===== src/hdl/edsc_defs.svh =====
`ifndef EDSC_DEFS_SVH
`define EDSC_DEFS_SVH

// register word offsets (byte addresses)
`define EDSC_OFF_STATUS      4'h0
`define EDSC_OFF_PERMIT      4'h4
`define EDSC_OFF_CLEAR       4'h8
`define EDSC_OFF_CTRL        4'hC

// status bit positions
`define EDSC_BIT_WB_DONE     30
`define EDSC_BIT_TX_ABORT    26
`define EDSC_BIT_RX_ABORT    25
`define EDSC_BIT_RFC_OVF     24
`define EDSC_BIT_ILL_ADDR    23
`define EDSC_BIT_MAC_SUM     22

// control register bits
`define EDSC_BIT_TX_WB_SEL   0
`define EDSC_BIT_SOFT_RST    1

// writable status bits: 30, 26..23
`define EDSC_CLR_MASK        32'h4780_0000
// bits implemented in status/permit: 30, 26..22
`define EDSC_IMPL_MASK       32'h47C0_0000
`define EDSC_STATUS_RESET    32'h0000_0000
`define EDSC_PERMIT_RESET    32'h0000_0000

`endif


===== src/hdl/edsc_pkg.sv =====
package edsc_pkg;
  typedef enum logic [1:0] {
    EDSC_IDLE = 2'b00,
    EDSC_ACK  = 2'b01
  } edsc_bus_state_t;
endpackage


===== src/hdl/edsc_status_collector.sv =====
`timescale 1ns/10ps
`include "edsc_defs.svh"
// Functional notes
// - writing one to a clearable status bit clears it
// - writing zero to a status bit leaves it unchanged
// - mac summary bit 22 is read-only; write-one does not clear it
// - mac summary bit follows mac source, clearing when the source clears
// - permission register masks each status bit's interrupt contribution
// - all status interrupts drive the single event interrupt line
// - bits 31 and 29..27 read zero; software writes zero there
// - bit 30 set on write-back done, only when write-back select is 1
// - bit 26 set when mac aborts a transmission
// - bit 25 set when mac aborts a reception
// - bit 24 set when receive fifo frame counter overflows
// - bit 23 set when dma detects an illegal address
// - address error halts tx and rx until software reset via mode register
module edsc_status_collector
(
  input  wire logic        ref_clk,
  input  wire logic        sys_rst,
  input  wire logic        clk_en,
  input  wire logic [3:0]  avs_address,
  input  wire logic        avs_read,
  input  wire logic        avs_write,
  input  wire logic [31:0] avs_writedata,
  input  wire logic [3:0]  avs_byteenable,
  output logic      [31:0] avs_readdata,
  output logic             avs_waitrequest,
  input  wire logic        writeback_done_evt,
  input  wire logic        tx_abort_evt,
  input  wire logic        rx_abort_evt,
  input  wire logic        rx_frame_count_ovf_evt,
  input  wire logic        illegal_address_evt,
  input  wire logic        mac_status_pending,
  output logic             ether_event_irq,
  output logic             dma_halt,
  output logic             soft_reset_pulse
);

  logic [31:0]                   status_q;
  logic [31:0]                   status_d;
  logic [31:0]                   permit_q;
  logic                          tx_wb_sel_q;
  logic                          halt_q;
  logic                          soft_rst_q;
  logic [31:0]                   rdata_q;
  logic                          irq_q;
  edsc_pkg::edsc_bus_state_t     bus_q;
  logic [31:0]                   be_mask;
  logic [31:0]                   wr_bits;
  logic [31:0]                   set_bits;
  logic [31:0]                   clr_bits;
  logic                          access;
  logic                          wr_take;
  logic                          rd_take;
  logic                          sel_status;
  logic                          sel_permit;
  logic                          sel_clear;
  logic                          sel_ctrl;
  logic                          ctrl_take;
  logic                          soft_rst_req;
  logic                          waitreq_q;
  edsc_pkg::edsc_bus_state_t     bus_d;
  logic [4:0]                    evt_vec;
  logic [31:0]                   pend_bits;
  logic [31:0]                   rdata_d;

  // masks as constants so the generate loops can pick single bits
  localparam logic [31:0] CLR_MASK     = `EDSC_CLR_MASK;
  localparam logic [31:0] IMPL_MASK    = `EDSC_IMPL_MASK;
  localparam logic [31:0] STATUS_RESET = `EDSC_STATUS_RESET;
  localparam logic [31:0] PERMIT_RESET = `EDSC_PERMIT_RESET;
  localparam int          EVT_COUNT    = 5;
  // status position fed by each event, index 0 first
  localparam int          EVT_POS [EVT_COUNT] = '{`EDSC_BIT_WB_DONE,
                                                  `EDSC_BIT_TX_ABORT,
                                                  `EDSC_BIT_RX_ABORT,
                                                  `EDSC_BIT_RFC_OVF,
                                                  `EDSC_BIT_ILL_ADDR};

  // single-cycle wait: writes taken in the ack state, reads in the idle state
  assign access  = avs_read | avs_write;
  assign wr_take = avs_write & (bus_q == edsc_pkg::EDSC_ACK);
  assign rd_take = avs_read & (bus_q == edsc_pkg::EDSC_IDLE);

  assign sel_status   = (avs_address == `EDSC_OFF_STATUS);
  assign sel_permit   = (avs_address == `EDSC_OFF_PERMIT);
  assign sel_clear    = (avs_address == `EDSC_OFF_CLEAR);
  assign sel_ctrl     = (avs_address == `EDSC_OFF_CTRL);
  // ctrl fields all live in lane 0; other lanes of that word are ignored
  assign ctrl_take    = wr_take & sel_ctrl & avs_byteenable[0];
  assign soft_rst_req = ctrl_take & avs_writedata[`EDSC_BIT_SOFT_RST];

  genvar g;
  generate
    for (g = 0; g < 4; g = g + 1)
    begin : g_lane
      assign be_mask[8*g +: 8] = {8{avs_byteenable[g]}};
    end
  endgenerate

  assign wr_bits = avs_writedata & be_mask;

  // write-back events count only while the select bit is set
  assign evt_vec[0] = writeback_done_evt & tx_wb_sel_q;
  assign evt_vec[1] = tx_abort_evt;
  assign evt_vec[2] = rx_abort_evt;
  assign evt_vec[3] = rx_frame_count_ovf_evt;
  assign evt_vec[4] = illegal_address_evt;

  always_comb
  begin
    set_bits = 32'h0000_0000;
    for (int e = 0; e < EVT_COUNT; e = e + 1)
      set_bits[EVT_POS[e]] = evt_vec[e];
  end

  // only ones clear; the summary bit is outside the clear mask
  always_comb
  begin
    clr_bits = 32'h0000_0000;
    if (wr_take && (sel_status || sel_clear))
      clr_bits = wr_bits & `EDSC_CLR_MASK;
  end

  // one flop per bit; reserved positions hold zero
  generate
    for (g = 0; g < 32; g = g + 1)
    begin : g_status
      if (g == `EDSC_BIT_MAC_SUM)
      begin : g_mirror
        // no clear path: drops only once the mac source drops
        assign status_d[g] = mac_status_pending;
      end
      else if (CLR_MASK[g])
      begin : g_sticky
        // set wins over a clear in the same cycle
        assign status_d[g] = (status_q[g] & ~clr_bits[g]) | set_bits[g];
      end
      else
      begin : g_rsvd
        assign status_d[g] = 1'b0;
      end

      always_ff @(posedge ref_clk or posedge sys_rst)
      begin
        if (sys_rst)
          status_q[g] <= STATUS_RESET[g];
        else if (clk_en)
          status_q[g] <= status_d[g];
      end
    end
  endgenerate

  // byte lanes gate each permit bit on its own
  generate
    for (g = 0; g < 32; g = g + 1)
    begin : g_permit
      always_ff @(posedge ref_clk or posedge sys_rst)
      begin
        if (sys_rst)
          permit_q[g] <= PERMIT_RESET[g];
        else if (clk_en && wr_take && sel_permit && avs_byteenable[g / 8])
          permit_q[g] <= avs_writedata[g] & IMPL_MASK[g];
      end
    end
  endgenerate

  always_ff @(posedge ref_clk or posedge sys_rst)
  begin
    if (sys_rst)
      tx_wb_sel_q <= 1'b0;
    else if (clk_en && ctrl_take)
      tx_wb_sel_q <= avs_writedata[`EDSC_BIT_TX_WB_SEL];
  end

  // a frozen clock enable stretches the pulse with everything else
  always_ff @(posedge ref_clk or posedge sys_rst)
  begin
    if (sys_rst)
      soft_rst_q <= 1'b0;
    else if (clk_en)
      soft_rst_q <= soft_rst_req;
  end

  // halt holds until software reset; a new error in that cycle wins
  always_ff @(posedge ref_clk or posedge sys_rst)
  begin
    if (sys_rst)
      halt_q <= 1'b0;
    else if (clk_en)
    begin
      if (illegal_address_evt)
        halt_q <= 1'b1;
      else if (soft_rst_req)
        halt_q <= 1'b0;
    end
  end

  assign pend_bits = status_d & permit_q;

  // registered irq: built from next status, so it changes with status, keeps output glitch-free
  always_ff @(posedge ref_clk or posedge sys_rst)
  begin
    if (sys_rst)
      irq_q <= 1'b0;
    else if (clk_en)
      irq_q <= |pend_bits;
  end

  always_comb
  begin
    bus_d = bus_q;
    case (bus_q)
      edsc_pkg::EDSC_IDLE:
        if (access)
          bus_d = edsc_pkg::EDSC_ACK;
      edsc_pkg::EDSC_ACK:
        bus_d = edsc_pkg::EDSC_IDLE;
      default:
        bus_d = edsc_pkg::EDSC_IDLE;
    endcase
  end

  always_ff @(posedge ref_clk or posedge sys_rst)
  begin
    if (sys_rst)
      bus_q <= edsc_pkg::EDSC_IDLE;
    else if (clk_en)
      bus_q <= bus_d;
  end

  // waitrequest from its own flop so the bus never sees decode glitches
  always_ff @(posedge ref_clk or posedge sys_rst)
  begin
    if (sys_rst)
      waitreq_q <= 1'b1;
    else if (clk_en)
    begin
      if (bus_d == edsc_pkg::EDSC_ACK)
        waitreq_q <= 1'b0;
      else
        waitreq_q <= 1'b1;
    end
  end

  // read mux; the clear register is write-only and reads zero
  always_comb
  begin
    rdata_d = 32'h0000_0000;
    case (avs_address)
      `EDSC_OFF_STATUS: rdata_d = status_q & `EDSC_IMPL_MASK;
      `EDSC_OFF_PERMIT: rdata_d = permit_q;
      `EDSC_OFF_CTRL:   rdata_d = {30'h0000_0000, halt_q, tx_wb_sel_q};
      default:          rdata_d = 32'h0000_0000;
    endcase
  end

  // read data prepared while waitrequest is still high
  always_ff @(posedge ref_clk or posedge sys_rst)
  begin
    if (sys_rst)
      rdata_q <= 32'h0000_0000;
    else if (clk_en && rd_take)
      rdata_q <= rdata_d;
  end

  assign avs_readdata     = rdata_q;
  assign avs_waitrequest  = waitreq_q;
  assign ether_event_irq  = irq_q;
  assign dma_halt         = halt_q;
  assign soft_reset_pulse = soft_rst_q;

endmodule


===== config.mk =====
export PLATFORM = sky130hd
export DESIGN_NAME = edsc_status_collector
export DESIGN_NICKNAME = d
export VERILOG_FILES = /design/src/hdl/edsc_pkg.sv /design/src/hdl/edsc_status_collector.sv
export VERILOG_INCLUDE_DIRS = /design/src /design/src/hdl
export SDC_FILE = /design/constraint.sdc
export NUM_CORES = 1
export LEC_CHECK = 0
export BUFFER_PORTS_ARGS = -buffer_cell sky130_fd_sc_hd__buf_2
export CORE_AREA = 2 2 81 83
export DETAILED_ROUTE_END_ITERATION = 10
export DIE_AREA = 0 0 83 85
export PLACE_DENSITY = 0.57
export SLEW_MARGIN = 20
export SYNTH_ARGS = -nofsm -noshare
export SYNTH_HDL_FRONTEND = slang
export SYNTH_SLANG_ARGS = --single-unit

===== constraint.sdc =====
create_clock -name ref_clk -period 4.2 [get_ports ref_clk]
set_clock_uncertainty 0.15 [all_clocks]
set_input_delay 0.21 -clock ref_clk [delete_from_list [all_inputs] [get_ports ref_clk]]
set_output_delay 0.21 -clock ref_clk [all_outputs]
set_load 0.02 [all_outputs]

==> out/qor.csv <==
stage;metric;value;unit
power_and_ir_drop;p_switching;0.000169;W
power_and_ir_drop;power.density;327;mW/mm²
clocking;path_clk_slew;90;ps
worst_setup_path;slowest_delay;420;ps
synth;synthMuxAreaShare;11.1;%
clocking;clockBufferDepth;2;
route;detailroute.via_count;1091;
synth;synth.avg_cell_area;10.5;µm²
floorplan;die_width;83;µm
floorplan;rows;29;
synth;synth_top_family_by_area;buffers and inverters;
placement;gp_congestion;0.706;
clocking;clock_latency;280;ps
clocking;cts_buffers;3;
sta;hold_slack;16.0;ps
sta;min_period;1660;ps
sta;timing.fmax;601;MHz
worst_setup_path;path_max_fanout;4;
synth;synth-xor-area-share;0;%
synth;yosys.area_share.adder;0;%
grt;grt_pass1_vias;1058;
grt;grt_pass1_wl;5.23;mm
worst_setup_path;timing.rr.start;tx_wb_sel_q;
layout;drive_above_1_share;31.1;%
synth;synthDistinctLibCells;30;
floorplan;die_h;85;µm
floorplan;core_area;0.00620;mm²
worst_setup_path;reg2regPathDepth;5;
worst_hold_path;whs_path_depth;2;
grt;grt_use_total;9.32;%
layout;post-route-util;27.6;%
clocking;cts_root_buffer;clkbuf_8;
worst_setup_path;startpoint_type;flip-flop;
power_and_ir_drop;swShare;30.1;%
worst_hold_path;hp-start;avs_writedata[0];
sta;relSlewSlack;61.7;%
power_and_ir_drop;seqPwrFrac;52.8;%
synth;ys_seq_elements;27;
sta;rsz0062_at_grt;false;
layout;fin_cells;257;
worst_setup_path;r2r_end;ether_event_irq;
route;postRouteAntennaNets;0;
worst_setup_path;cp_cell_sequence;and2_1 -> o21ai_0 -> nand4_1 -> a2111oi_4 -> a21oi_2;
sta;fin_setup_tns;0;ps
worst_setup_path;required;4210;ps
route;via_per_inst;4.25;
floorplan;die_area;0.00706;mm²
placement;dp.cells;252;
worst_setup_path;end_kind;flip-flop;
synth;synth_area;0.00149;mm²
sta;hold_violations;0;
worst_setup_path;crit_type;reg -> reg;
route;drt_iter0_drc;76;
floorplan;initial_core_util;24.1;%
clocking;htree_levels;1;
power_and_ir_drop;p_int;0.000392;W
route;avgRoutedWirePerCell;12.6;µm
clocking;cts_tree;yes;
floorplan;ios;87;
synth;yosysSeqAreaShare;45.3;%
sta;final-setup-viol-count;0;
worst_hold_path;hold_end;tx_wb_sel_q;
worst_setup_path;worst-path-buf-inv;0;
placement;place_area;0.00166;mm²
clocking;post-cts-setup-buffers;0;
worst_hold_path;hp-class;in -> reg;
synth;yosys_warnings;0;
power_and_ir_drop;clkPwrFrac;26.8;%
layout;antenna_cells;0;
placement;io_buffers;37;
grt;antenna_found_initial;0;
synth;synthSimpleGateAreaFrac;14.5;%
route;drt_drc_violations_left;0;
layout;final_area;0.00171;mm²
sta;worst_slew_pin_slew;573;ps
placement;dp_hpwl;2.50;mm
worst_setup_path;crit_slowest_cell;dfrtp_1;
worst_setup_path;ff2ff_setup_slack;2540;ps
sta;report.final.slew_viol_count;0;
layout;area_delta_synth_final;14.8;%
layout;layout.nets;232;
synth;synth_compound_area_share;14.2;%
worst_setup_path;critical_path.top_delay_family;compound AO/OA/AOI/OAI gates;
grt;grt_overflow_total;0;
power_and_ir_drop;combPwrFrac;20.5;%
synth;synthCells;142;
power_and_ir_drop;power_leakage;0.858;nW
route;wl;3.23;mm
job;cap_violations;0;
sta;fin_crit_sh;39.6;%
power_and_ir_drop;max-vdd-ir-drop;0.000113;V
outcome;outcome;finished clean;
worst_setup_path;crit_arrival;1670;ps
grt;grt_max_degree;28;
route;drtPass1Iterations;2;
clocking;clock_sinks;27;
==> what timing repair did <==
action / 4_1_cts / 5_1_grt
hold buffers: 0 / 1
hold endpoints to repair: 0 / 26
resized for setup: 0 / 0
==> power groups by stage <==
stage	registers (W)	clock network, W	logic [W]
finish	0.000296	0.000150	0.000115
global route	0.000299	0.000161	0.000127
CTS	0.000296	0.000154	0.000116
detailed placement	0.000301	0	0.000116
global placement	0.000300	0	0.000115
floorplan	0.000308	0	0.0000874
==> worst max path at each step <==
stage,depth (start not counted),from,endpoint
after CTS,5,tx_wb_sel_q,ether_event_irq
after global routing,5,tx_wb_sel_q,ether_event_irq
final,5,tx_wb_sel_q,ether_event_irq
after detailed placement,5,clk_en,permit_q[25]
after global placement,5,clk_en,permit_q[26]
after floorplan,4,bus_q[1],permit_q[24]
==> area by class of cell <==
| type | instances | area [µm²] |
|---|---|---|
| clock buffers | 4 | 45.0 |
| well taps | 77 | 96.3 |
| flip-flops and latches | 27 | 677 |
| inverters | 4 | 15.0 |
| fillers | 659 | 4490 |
| repair buffers | 38 | 195 |
| multi-input cells | 107 | 684 |
==> placed cells by master, fill, tap and decap left out, types with 2 or more instances in the layout <==
cell type	count
nand4_1	4
nand3_1	3
nor2b_1	5
nor2_1	2
and3_1	2
dfrtp_1	26
inv_1	3
mux2i_1	6
conb_1	24
nor3_1	2
nand2_1	15
mux2_4	4
a22o_1	8
nand2_2	2
mux2_2	4
o21ai_0	16
clkbuf_8	3
buf_2	37
==> per-layer routing <==
layer / up-vias / global-route usage (%) / part of all wire [%]
met2: 33 / 14.7 / 46
li1: 528 / - / -
met3: 5 / 2.04 / 5.2
met4: 0 / 4.92 / 2.4
met1: 525 / 12.0 / 46
met5: - / 0 / 0
==> worst reg2reg max path: cells and delay by family (launching register included) <==
family,cells,cell delay (ps)
AO/OA/AOI/OAI,3,640
AND/OR/NAND/NOR,2,340
flip-flops,1,420
==> sequential cells by signal (all words and copies together) (netlist names) <==
signal,cells
bus_q,2
dma_halt,1
ether_event_irq,1
avs_readdata,8
permit_q,6
status_q,6
tx_wb_sel_q,1
avs_waitrequest,1
soft_reset_pulse,1
==> cell usage after synthesis <==
cell	number	area (µm²)
buf_4	25	188
a21oi_1	1	5.00
o21ai_0	16	80.1
a22o_1	8	70.1
mux2i_1	6	60.1
buf_6	1	11.3
nor2b_1	5	31.3
and4b_4	1	13.8
nand2_1	15	56.3
a2111oi_4	1	27.5
and4b_1	1	10.0
nor2_1	2	7.51
dfstp_2	1	26.3
nand4_1	4	25.0
nor3_1	2	10.0
and3_1	2	12.5
a21oi_2	1	8.76
conb_1	1	3.75
nand2_2	2	12.5
and2_1	1	6.26
o211ai_1	1	7.51
dfrtp_1	26	651
nor3_4	1	16.3
clkbuf_1	1	3.75
inv_1	4	15.0
o21a_1	1	7.51
nand3_1	3	15.0
a31oi_1	1	6.26
mux2_2	4	45.0
mux2_4	4	60.1
==> kinds of logic after synthesis <==
group                  Yosys count
other                            1
buffers and inverters           31
AND/OR/NAND/NOR                 39
flip-flops                      27
multiplexers                    14
AO/OA/AOI/OAI                   30
==> metrics by stage <==
step                setup WS (ps)  power, W
finish                       2540  0.000560
global route                 2410  0.000588
CTS                          2520  0.000566
detailed placement           2430  0.000417
global placement             2430  0.000414
floorplan                    2680  0.000395
Note: power is estimated with default switching activity, not from simulation.
